--- src/bprr_pkg.sv ---
// bprr_pkg: constants of the bit-recovery pll register bank
// assumes an 8-bit register port and a single 50 MHz system clock
package bprr_pkg;

  // register port widths
  localparam int ADDR_W = 8;
  localparam int DATA_W = 8;

  // register offsets
  localparam logic [7:0] ADDR_LOCK_CTRL = 8'h00;
  localparam logic [7:0] ADDR_BW_SEL    = 8'h01;
  localparam logic [7:0] ADDR_FREQ      = 8'h02;
  localparam logic [7:0] ADDR_EQU       = 8'h03;
  localparam logic [7:0] ADDR_AID       = 8'h04;
  localparam logic [7:0] ADDR_EYE       = 8'h0D;
  localparam logic [7:0] ADDR_IRQ_STAT  = 8'h0E;
  localparam logic [7:0] ADDR_IRQ_MASK  = 8'h0F;

  // field positions
  localparam int LOOP_BW_LSB  = 2;
  localparam int LP_BW_LSB    = 0;
  localparam int FREQ_LO_LSB  = 6;
  localparam int TAP1_LSB     = 3;
  localparam int TAP2_LSB     = 0;
  localparam int RUN3_BIT     = 7;
  localparam int NOM_LSB      = 0;
  localparam int LOCKF_LSB    = 0;
  localparam int ST_LONG_BIT  = 2;
  localparam int ST_INNER_BIT = 1;
  localparam int ST_LOCK_BIT  = 0;

  // reset values
  localparam logic [1:0] BW_RST    = 2'h0;
  localparam logic [9:0] FREQ_RST  = 10'h000;
  localparam logic [2:0] TAP_RST   = 3'h0;
  localparam logic [5:0] NOM_RST   = 6'h2E;
  localparam logic [3:0] LOCKF_RST = 4'h0;
  localparam logic [7:0] BYTE_RST  = 8'h00;

  // codes and arithmetic offsets
  localparam logic [3:0]  LOCKF_HOLD      = 4'h8;
  localparam logic [1:0]  LP_BW_RESERVED  = 2'h3;
  localparam logic [2:0]  TAP_CODE_MAX    = 3'h5;
  localparam logic [10:0] FREQ_OFFSET     = 11'h010;
  localparam logic [6:0]  COUNT_OFFSET    = 7'h20;
  localparam logic [7:0]  JITTER_MIN_MEAS = 8'h11;

  // interrupt events
  localparam int IRQ_W        = 4;
  localparam int EV_LONG_RUN  = 0;
  localparam int EV_LOCK_UP   = 1;
  localparam int EV_LOCK_DOWN = 2;
  localparam int EV_BAD_CODE  = 3;

  // bandwidths in Hz
  localparam logic [15:0] HZ_42100 = 16'hA474;
  localparam logic [15:0] HZ_21000 = 16'h5208;
  localparam logic [15:0] HZ_10528 = 16'h2920;
  localparam logic [15:0] HZ_5264  = 16'h1490;
  localparam logic [15:0] HZ_2632  = 16'h0A48;

endpackage

--- src/bprr_bw_decode.sv ---
// bprr_bw_decode: registered decode of bandwidth and tap codes
// assumes codes come from the register bank in the same clock domain
`timescale 1ns/100ps
module bprr_bw_decode (
  input  wire logic               clock_i,
  input  wire logic               arst_n_i,
  input  wire logic [1:0]         loop_bw_code_i,
  input  wire logic [1:0]         lp_bw_code_i,
  input  wire logic [2:0]         tap_first_code_i,
  input  wire logic [2:0]         tap_second_code_i,
  output logic      [15:0]        loop_bw_hz_o,
  output logic      [15:0]        lowpass_bw_hz_o,
  output logic signed [4:0]       eq_coef_first_o,
  output logic signed [4:0]       eq_coef_second_o
);

  typedef struct packed {
    logic [15:0]        loop_hz;
    logic [15:0]        lp_hz;
    logic signed [4:0]  coef1;
    logic signed [4:0]  coef2;
  } bprr_dec_t;

  bprr_dec_t st_ff;
  bprr_dec_t nxt_st;

  // code to value tables
  always_comb begin
    nxt_st = st_ff;
    unique case (loop_bw_code_i)
      2'h0: nxt_st.loop_hz = bprr_pkg::HZ_21000;
      2'h1: nxt_st.loop_hz = bprr_pkg::HZ_10528;
      2'h2: nxt_st.loop_hz = bprr_pkg::HZ_5264;
      2'h3: nxt_st.loop_hz = bprr_pkg::HZ_2632;
    endcase
    unique case (lp_bw_code_i)
      2'h0: nxt_st.lp_hz = bprr_pkg::HZ_42100;
      2'h1: nxt_st.lp_hz = bprr_pkg::HZ_21000;
      2'h2: nxt_st.lp_hz = bprr_pkg::HZ_10528;
      2'h3: nxt_st.lp_hz = st_ff.lp_hz; // reserved, bank never holds it
    endcase
    // coefficient in units of -1/16
    nxt_st.coef1 = -$signed({2'h0, tap_first_code_i});
    nxt_st.coef2 = -$signed({2'h0, tap_second_code_i});
  end

  // state register
  always_ff @(posedge clock_i or negedge arst_n_i) begin
    if (!arst_n_i) begin
      st_ff <= '{loop_hz: bprr_pkg::HZ_21000, lp_hz: bprr_pkg::HZ_42100, coef1: 5'h00, coef2: 5'h00};
    end else begin
      st_ff <= nxt_st;
    end
  end

  assign loop_bw_hz_o     = st_ff.loop_hz;
  assign lowpass_bw_hz_o  = st_ff.lp_hz;
  assign eq_coef_first_o  = st_ff.coef1;
  assign eq_coef_second_o = st_ff.coef2;
endmodule

--- src/bprr_regs.sv ---
// bprr_regs: register bank of the bit-recovery pll
// assumes pll status inputs synchronous to clock_i and a one-cycle strobe port
`timescale 1ns/100ps
module bprr_regs (
  input  wire logic               clock_i,
  input  wire logic               arst_n_i,
  input  wire logic [7:0]         reg_addr_i,
  input  wire logic [7:0]         reg_wdata_i,
  input  wire logic               reg_wr_i,
  input  wire logic               reg_rd_i,
  output logic      [7:0]         reg_rdata_o,
  input  wire logic [7:0]         jitter_value_i,
  input  wire logic [7:0]         pll_asymmetry_i,
  input  wire logic               long_run_seen_i,
  input  wire logic               inner_range_flag_i,
  input  wire logic               pll_in_lock_i,
  input  wire logic [7:0]         eye_open_value_i,
  output logic                    irq_o,
  output logic      [1:0]         loop_bandwidth_sel_o,
  output logic      [1:0]         lowpass_bandwidth_sel_o,
  output logic      [15:0]        loop_bw_hz_o,
  output logic      [15:0]        lowpass_bw_hz_o,
  output logic      [9:0]         frequency_preset_code_o,
  output logic                    preset_update_o,
  output logic      [10:0]        preset_ratio_o,
  output logic      [2:0]         eq_tap_first_o,
  output logic      [2:0]         eq_tap_second_o,
  output logic signed [4:0]       eq_coef_first_o,
  output logic signed [4:0]       eq_coef_second_o,
  output logic                    run3_strategy_sel_o,
  output logic      [5:0]         transition_count_setting_o,
  output logic      [6:0]         target_ratio_o,
  output logic                    count_lock_en_o,
  output logic      [3:0]         lock_force_sel_o,
  output logic                    hold_mode_o,
  output logic                    jitter_measurable_o
);

  typedef struct packed {
    logic [1:0]                  loop_bw;
    logic [1:0]                  lp_bw;
    logic [9:0]                  freq_code;
    logic [1:0]                  freq_lo;
    logic                        update;
    logic [10:0]                 ratio;
    logic [2:0]                  tap1;
    logic [2:0]                  tap2;
    logic                        run3;
    logic [5:0]                  nom;
    logic [6:0]                  target;
    logic                        count_en;
    logic [3:0]                  lock_force;
    logic                        hold;
    logic                        jit_ok;
    logic                        lock_q;
    logic [bprr_pkg::IRQ_W-1:0]  irq_stat;
    logic [bprr_pkg::IRQ_W-1:0]  irq_mask;
    logic                        irq;
    logic [7:0]                  rdata;
  } bprr_main_t;

  bprr_main_t st_ff;
  bprr_main_t nxt_st;

  logic                        wr_bw;
  logic                        wr_freq;
  logic                        wr_equ;
  logic                        wr_aid;
  logic                        wr_lock;
  logic [1:0]                  lp_new;
  logic [2:0]                  tap1_new;
  logic [2:0]                  tap2_new;
  logic                        bad_code;
  logic [bprr_pkg::IRQ_W-1:0]  events;

  // write decode
  assign wr_bw    = reg_wr_i && (reg_addr_i == bprr_pkg::ADDR_BW_SEL);
  assign wr_freq  = reg_wr_i && (reg_addr_i == bprr_pkg::ADDR_FREQ);
  assign wr_equ   = reg_wr_i && (reg_addr_i == bprr_pkg::ADDR_EQU);
  assign wr_aid   = reg_wr_i && (reg_addr_i == bprr_pkg::ADDR_AID);
  assign wr_lock  = reg_wr_i && (reg_addr_i == bprr_pkg::ADDR_LOCK_CTRL);
  assign lp_new   = reg_wdata_i[bprr_pkg::LP_BW_LSB +: 2];
  assign tap1_new = reg_wdata_i[bprr_pkg::TAP1_LSB +: 3];
  assign tap2_new = reg_wdata_i[bprr_pkg::TAP2_LSB +: 3];

  // reserved codes seen on a write
  assign bad_code = (wr_bw && (lp_new == bprr_pkg::LP_BW_RESERVED))
                 || (wr_equ && ((tap1_new > bprr_pkg::TAP_CODE_MAX) || (tap2_new > bprr_pkg::TAP_CODE_MAX)));

  // event sources for the sticky status
  always_comb begin
    events                          = '0;
    events[bprr_pkg::EV_LONG_RUN]   = long_run_seen_i;
    events[bprr_pkg::EV_LOCK_UP]    = pll_in_lock_i && !st_ff.lock_q;
    events[bprr_pkg::EV_LOCK_DOWN]  = !pll_in_lock_i && st_ff.lock_q;
    events[bprr_pkg::EV_BAD_CODE]   = bad_code;
  end

  // next-state logic
  always_comb begin
    nxt_st        = st_ff;
    nxt_st.update = 1'b0;
    nxt_st.lock_q = pll_in_lock_i;

    // bandwidth select, reserved lowpass code leaves field as it was
    if (wr_bw) begin
      nxt_st.loop_bw = reg_wdata_i[bprr_pkg::LOOP_BW_LSB +: 2];
      if (lp_new != bprr_pkg::LP_BW_RESERVED) begin
        nxt_st.lp_bw = lp_new;
      end
    end

    // equalizer register stages the low two code bits
    if (wr_equ) begin
      nxt_st.freq_lo = reg_wdata_i[bprr_pkg::FREQ_LO_LSB +: 2];
      if (tap1_new <= bprr_pkg::TAP_CODE_MAX) begin
        nxt_st.tap1 = tap1_new;
      end
      if (tap2_new <= bprr_pkg::TAP_CODE_MAX) begin
        nxt_st.tap2 = tap2_new;
      end
    end

    // upper write applies the whole code at once
    if (wr_freq) begin
      nxt_st.freq_code = {reg_wdata_i, st_ff.freq_lo};
      nxt_st.update    = 1'b1;
    end
    nxt_st.ratio = {1'b0, nxt_st.freq_code} + bprr_pkg::FREQ_OFFSET;

    // outer-lock aid; bit 6 is dropped
    if (wr_aid) begin
      nxt_st.run3 = reg_wdata_i[bprr_pkg::RUN3_BIT];
      nxt_st.nom  = reg_wdata_i[bprr_pkg::NOM_LSB +: 6];
    end
    nxt_st.target   = {1'b0, nxt_st.nom} + bprr_pkg::COUNT_OFFSET;
    nxt_st.count_en = !nxt_st.run3;

    // lock force field and hold mode
    if (wr_lock) begin
      nxt_st.lock_force = reg_wdata_i[bprr_pkg::LOCKF_LSB +: 4];
    end
    nxt_st.hold = (nxt_st.lock_force == bprr_pkg::LOCKF_HOLD);

    nxt_st.jit_ok = (jitter_value_i >= bprr_pkg::JITTER_MIN_MEAS);

    // mask and sticky status, a new event wins over its clear
    if (reg_wr_i && (reg_addr_i == bprr_pkg::ADDR_IRQ_MASK)) begin
      nxt_st.irq_mask = reg_wdata_i[bprr_pkg::IRQ_W-1:0];
    end
    if (reg_wr_i && (reg_addr_i == bprr_pkg::ADDR_IRQ_STAT)) begin
      nxt_st.irq_stat = (st_ff.irq_stat & ~reg_wdata_i[bprr_pkg::IRQ_W-1:0]) | events;
    end else begin
      nxt_st.irq_stat = st_ff.irq_stat | events;
    end
    nxt_st.irq = |(nxt_st.irq_stat & nxt_st.irq_mask);

    // read data, valid in the cycle after the strobe only
    nxt_st.rdata = bprr_pkg::BYTE_RST;
    if (reg_rd_i) begin
      unique case (reg_addr_i)
        bprr_pkg::ADDR_BW_SEL: nxt_st.rdata = pll_asymmetry_i;
        bprr_pkg::ADDR_FREQ:   nxt_st.rdata = jitter_value_i;
        bprr_pkg::ADDR_EQU: begin
          nxt_st.rdata[bprr_pkg::ST_LONG_BIT]  = long_run_seen_i;
          nxt_st.rdata[bprr_pkg::ST_INNER_BIT] = inner_range_flag_i;
          nxt_st.rdata[bprr_pkg::ST_LOCK_BIT]  = pll_in_lock_i;
        end
        bprr_pkg::ADDR_EYE:      nxt_st.rdata = eye_open_value_i;
        bprr_pkg::ADDR_IRQ_STAT: nxt_st.rdata = {{(8-bprr_pkg::IRQ_W){1'b0}}, st_ff.irq_stat};
        bprr_pkg::ADDR_IRQ_MASK: nxt_st.rdata = {{(8-bprr_pkg::IRQ_W){1'b0}}, st_ff.irq_mask};
        default:                 nxt_st.rdata = bprr_pkg::BYTE_RST;
      endcase
    end
  end

  // state register
  always_ff @(posedge clock_i or negedge arst_n_i) begin
    if (!arst_n_i) begin
      st_ff <= '{loop_bw:    bprr_pkg::BW_RST,
                 lp_bw:      bprr_pkg::BW_RST,
                 freq_code:  bprr_pkg::FREQ_RST,
                 freq_lo:    2'h0,
                 update:     1'b0,
                 ratio:      bprr_pkg::FREQ_OFFSET,
                 tap1:       bprr_pkg::TAP_RST,
                 tap2:       bprr_pkg::TAP_RST,
                 run3:       1'b0,
                 nom:        bprr_pkg::NOM_RST,
                 target:     {1'b0, bprr_pkg::NOM_RST} + bprr_pkg::COUNT_OFFSET,
                 count_en:   1'b1,
                 lock_force: bprr_pkg::LOCKF_RST,
                 hold:       1'b0,
                 jit_ok:     1'b0,
                 lock_q:     1'b0,
                 irq_stat:   4'h0,
                 irq_mask:   4'h0,
                 irq:        1'b0,
                 rdata:      bprr_pkg::BYTE_RST};
    end else begin
      st_ff <= nxt_st;
    end
  end

  // decoded bandwidths and tap coefficients
  bprr_bw_decode u_decode (
    .clock_i           (clock_i),
    .arst_n_i          (arst_n_i),
    .loop_bw_code_i    (st_ff.loop_bw),
    .lp_bw_code_i      (st_ff.lp_bw),
    .tap_first_code_i  (st_ff.tap1),
    .tap_second_code_i (st_ff.tap2),
    .loop_bw_hz_o      (loop_bw_hz_o),
    .lowpass_bw_hz_o   (lowpass_bw_hz_o),
    .eq_coef_first_o   (eq_coef_first_o),
    .eq_coef_second_o  (eq_coef_second_o)
  );

  // outputs straight from the state register
  assign reg_rdata_o                = st_ff.rdata;
  assign irq_o                      = st_ff.irq;
  assign loop_bandwidth_sel_o       = st_ff.loop_bw;
  assign lowpass_bandwidth_sel_o    = st_ff.lp_bw;
  assign frequency_preset_code_o    = st_ff.freq_code;
  assign preset_update_o            = st_ff.update;
  assign preset_ratio_o             = st_ff.ratio;
  assign eq_tap_first_o             = st_ff.tap1;
  assign eq_tap_second_o            = st_ff.tap2;
  assign run3_strategy_sel_o        = st_ff.run3;
  assign transition_count_setting_o = st_ff.nom;
  assign target_ratio_o             = st_ff.target;
  assign count_lock_en_o            = st_ff.count_en;
  assign lock_force_sel_o           = st_ff.lock_force;
  assign hold_mode_o                = st_ff.hold;
  assign jitter_measurable_o        = st_ff.jit_ok;
endmodule

--- config.mk ---
export PLATFORM = sky130hd
export DESIGN_NAME = bprr_regs
export DESIGN_NICKNAME = d
export VERILOG_FILES = /design/src/bprr_pkg.sv /design/src/bprr_bw_decode.sv /design/src/bprr_regs.sv
export SDC_FILE = /design/constraint.sdc
export NUM_CORES = 1
export LEC_CHECK = 0
export BUFFER_PORTS_ARGS = -buffer_cell sky130_fd_sc_hd__buf_2
export CAP_MARGIN = 20
export CELL_PAD_IN_SITES_DETAIL_PLACEMENT = 0
export CELL_PAD_IN_SITES_GLOBAL_PLACEMENT = 1
export CORE_MARGIN = 10
export CORE_UTILIZATION = 42
export DETAILED_ROUTE_END_ITERATION = 6
export GPL_ROUTABILITY_DRIVEN = 0
export PLACE_DENSITY_LB_ADDON = 0.1
export SLEW_MARGIN = 15
export SYNTH_ARGS = -nofsm -noshare
export SYNTH_HDL_FRONTEND = slang
export SYNTH_SLANG_ARGS = --single-unit
--- constraint.sdc ---
create_clock -name clock_i -period 3.6 [get_ports clock_i]
set_input_delay 0.72 -clock clock_i [delete_from_list [all_inputs] [get_ports clock_i]]
set_output_delay 0.72 -clock clock_i [all_outputs]
set_load 0.05 [all_outputs]
==> results by group <==
STA
  – Clock skew: 0.00781 ns
  – Minimum clock period: approximately 2.4 ns
  – TNS Setup: 0 ns
  – Hold Fails Final Rpt: 0
  – RSZ-0062 raised after global routing: no
  – Final max-slew violation count: 0
  – Rel. slew slack: approximately half
  – Max Clock Freq: 0.414 GHz
  – Setup violations, final: 0
  – Tightest Pin Transition: 0.743 ns
  – Setup ws final: around 1.2 ns
  – Final Cycle Share: 67.1%
  – Final hold slack: 0.438 ns

Pwr
  – Switch share: 32.7%
  – Int Pwr: 1.43 mW
  – Combinational Power Share: roughly 20%
  – Sequential Power Share: a little under half
  – Pwr Total: 2.12 mW
  – Pwr dens: 438 nW/um2
  – Sw Pwr: approximately 700 uW
  – Clock power share: around 33%
  – Maximum VDD drop: approximately 280 uV
  – Leakage: 2.54 nW

Logic synthesis
  – Leading area contributor after synthesis: dfrtp_1
  – FF+latch count, synth: 84
  – Mapped Cells: 375
  – Synthesized cell area: 4350 um2
  – Mux share of post-synthesis cell area: 9.70%
  – EDFF count, synth: 0
  – Synth Warn #: 0
  – Synth Area in Compound Gates: approximately 8.3%
  – Sequential fraction of the synthesis area: ~50%
  – Asr flop ratio synth: 100%
  – Post-Synth Simple-Gate Area: 11.8%
  – Syn Area/Cell: between 10 and 15 um2
  – Count of cell types in the netlist: 54
  – Top FF cell, synth: dfrtp_1
  – Xor/xnor share of the synthesized area: less than 1%
  – Area contributors post-synth: dfrtp_1 (42%), buf_4 (13%), mux2_2 (7.5%)
  – Adder-cell area share of the yosys netlist: 3.74%
  – Top-area cell type share of the netlist area: roughly 42%
  – Largest family of logic cells by synthesized area: buffers and inverters

Setup path
  – Req. time, crit path: 3.86 ns
  – Crit end category: flip-flop
  – Critical path peak fanout: 10
  – Worst EP arrival: between 2 and 3 ns
  – CP max-delay cell: or4_1
  – Startpoint Class: primary input
  – Crit Path Category: primary input to flip-flop
  – Flop2flop setup slack: 2.31 ns
  – CP cell instances: buf_2 -> or4_1 -> nor3_4 -> mux2_2 -> nor4b_2
  – CP max stage delay: 0.81 ns

CTS
  – CTS Hold Bufs: 0
  – Clock sinks: 84
  – Setup Fix Bufs, Post-CTS: 0
  – Post_cts resized: 0
  – Num CTS Buffers: 9
  – Clk root buf: clkbuf_8
  – CTS tree: yes
  – Skew-Pair Late Insertion Delay: 0.35 ns
  – Max Root-Sink Buffers: 2
  – H-tree Lvls: 3
  – Clock slew at reported path FFs: 0.09 ns

Route
  – Antenna viol nets, final: 0
  – Drt total wl: 10.7 mm
  – Drt via density: 4.87
  – WL/cell: between 15 and 20 um
  – Via Count: 2876
  – Initial DRC count: about 140
  – DRC Markers: 0
  – Drt first pass iters: 4

Status
  – Run status: complete, no violations

Global routing
  – Vias in the first global route: 3084
  – Global route total overflow: 0
  – GRT Total Usage: between 10 and 15%
  – Largest net degree at the start of global routing: 60
  – Antenna violations before repair: 0
  – Global-route wire length before repair: 16.7 mm

Run
  – Max-Cap Viols: 0

Worst hold path
  – HP Class: primary input to asynchronous set/reset pin

Placed design
  – DP HPWL: 8.33 mm
  – IO buf count: 143
  – DP Area: 4640 um2
  – DP Worst Slack: 0.800 ns

Layout
  – Layout cells sized above 1: 49.7%
  – Nets@finish: 510
  – N_diodes: 0
  – Design Area, Final: 4840 um2
  – Area Overhead vs Synth: 11.4%

Floorplan
  – Starting Density: ~43%
  – Die Ht: 122 um
  – Core ar.: 10200 um2
  – I/O pin count: 151
  – Placement Rows: 37
  – Die Area: 14800 um2
  – Die width: 122 um
[stage by stage]
step	util [%]	std cells
after floorplan	-	381
after global placement	45.6	575
after detailed placement	45.6	575
after CTS	47.6	591
after global routing	47.6	591
final	47.6	591
[registers in the layout (all words and copies together), names as in the netlist]
| register | cells |
|---|---|
| count_lock_en_o | 1 |
| eq_tap_first_o | 3 |
| eq_tap_second_o | 3 |
| frequency_preset_code_o | 6 |
| hold_mode_o | 1 |
| irq_o | 1 |
| jitter_measurable_o | 1 |
| lock_force_sel_o | 4 |
| loop_bandwidth_sel_o | 2 |
| lowpass_bandwidth_sel_o | 2 |
| preset_ratio_o | 11 |
| preset_update_o | 1 |
| reg_rdata_o | 8 |
| run3_strategy_sel_o | 1 |
| st_ff | 11 |
| target_ratio_o | 6 |
| transition_count_setting_o | 1 |
| u_decode.eq_coef_first_o | 5 |
| u_decode.eq_coef_second_o | 5 |
| u_decode.loop_bw_hz_o | 7 |
| u_decode.lowpass_bw_hz_o | 4 |
[final timing paths]
path / start / endpoint / cells past startpoint
max: reg_addr_i[5] / hold_mode_o / 5
min: arst_n_i / reg_rdata_o[6] / 1
max reg2reg: frequency_preset_code_o[4] / preset_ratio_o[8] / 5
min reg2reg: run3_strategy_sel_o / count_lock_en_o / 1
max in group asynchronous: arst_n_i / count_lock_en_o / 2
min in group clock_i: run3_strategy_sel_o / count_lock_en_o / 1
[area by class of cell]
cell class | instances | area (um2)
Clock buffer | 11 | 141
Clock inverter | 5 | 58.8
Fill cell | 1007 | 5340
Inverter | 24 | 90.1
Multi-Input combinational cell | 183 | 1510
Sequential cell | 84 | 2120
Tap cell | 136 | 170
Timing Repair Buffer | 148 | 756
[worst max-delay path, delay by kind of cell]
kind	cells	cell delay, ns
multiplexers	1	0.39
buffers and inverters	1	0.12
AND/OR/NAND/NOR	3	1.43
[power by group through the flow]
stage | clock network, mW | logic, mW | registers (mW)
floorplan | 0 | 0.273 | 1.10
global placement | 0 | 0.418 | 1.03
detailed placement | 0 | 0.418 | 1.03
CTS | 0.710 | 0.419 | 1.02
global route | 0.754 | 0.440 | 1.02
finish | 0.692 | 0.413 | 1.01
[synthesized netlist by cell type, drive strengths merged, types with 4 or more instances]
library cell,count
mux2,30
dfstp,11
nor4,5
mux2i,8
dfrtp,73
a31oi,5
clkbuf,5
nor2,11
inv,24
nor3,6
a22oi,6
nand2,12
buf,85
ha,13
a222oi,4
or2,9
a21oi,8
nand3,9
nand4,9
[layout by cell type (no fill, tap or decap), types with 4 or more instances in the layout]
master	instances
buf_2	142
or2_2	8
a22oi_1	6
ha_1	13
nor2_1	11
inv_1	24
a222oi_1	4
a21oi_1	8
dfstp_2	11
dfrtp_1	73
nand2_1	12
nand3_1	9
a31oi_1	5
clkbuf_8	10
buf_4	6
nand4_1	9
conb_1	7
mux2i_1	8
mux2_2	29
[layer usage]
metal | vias to the layer above | track usage [%] | part of all wire [%]
li1 | 1380 | - | -
met1 | 1400 | 18.0 | 44
met2 | 88 | 23.4 | 49
met3 | 8 | 3.93 | 6.1
met4 | 0 | 4.02 | 0.89
met5 | - | 0 | 0
[cell families after synthesis]
family | Yosys count
adder cells (fa/ha/maj) | 13
AO/OA/AOI/OAI | 49
AND/OR/NAND/NOR | 73
XOR/XNOR | 3
multiplexers | 38
other | 1
flip-flops | 84
buffers and inverters | 114
Power figures use the tool's default switching activity.
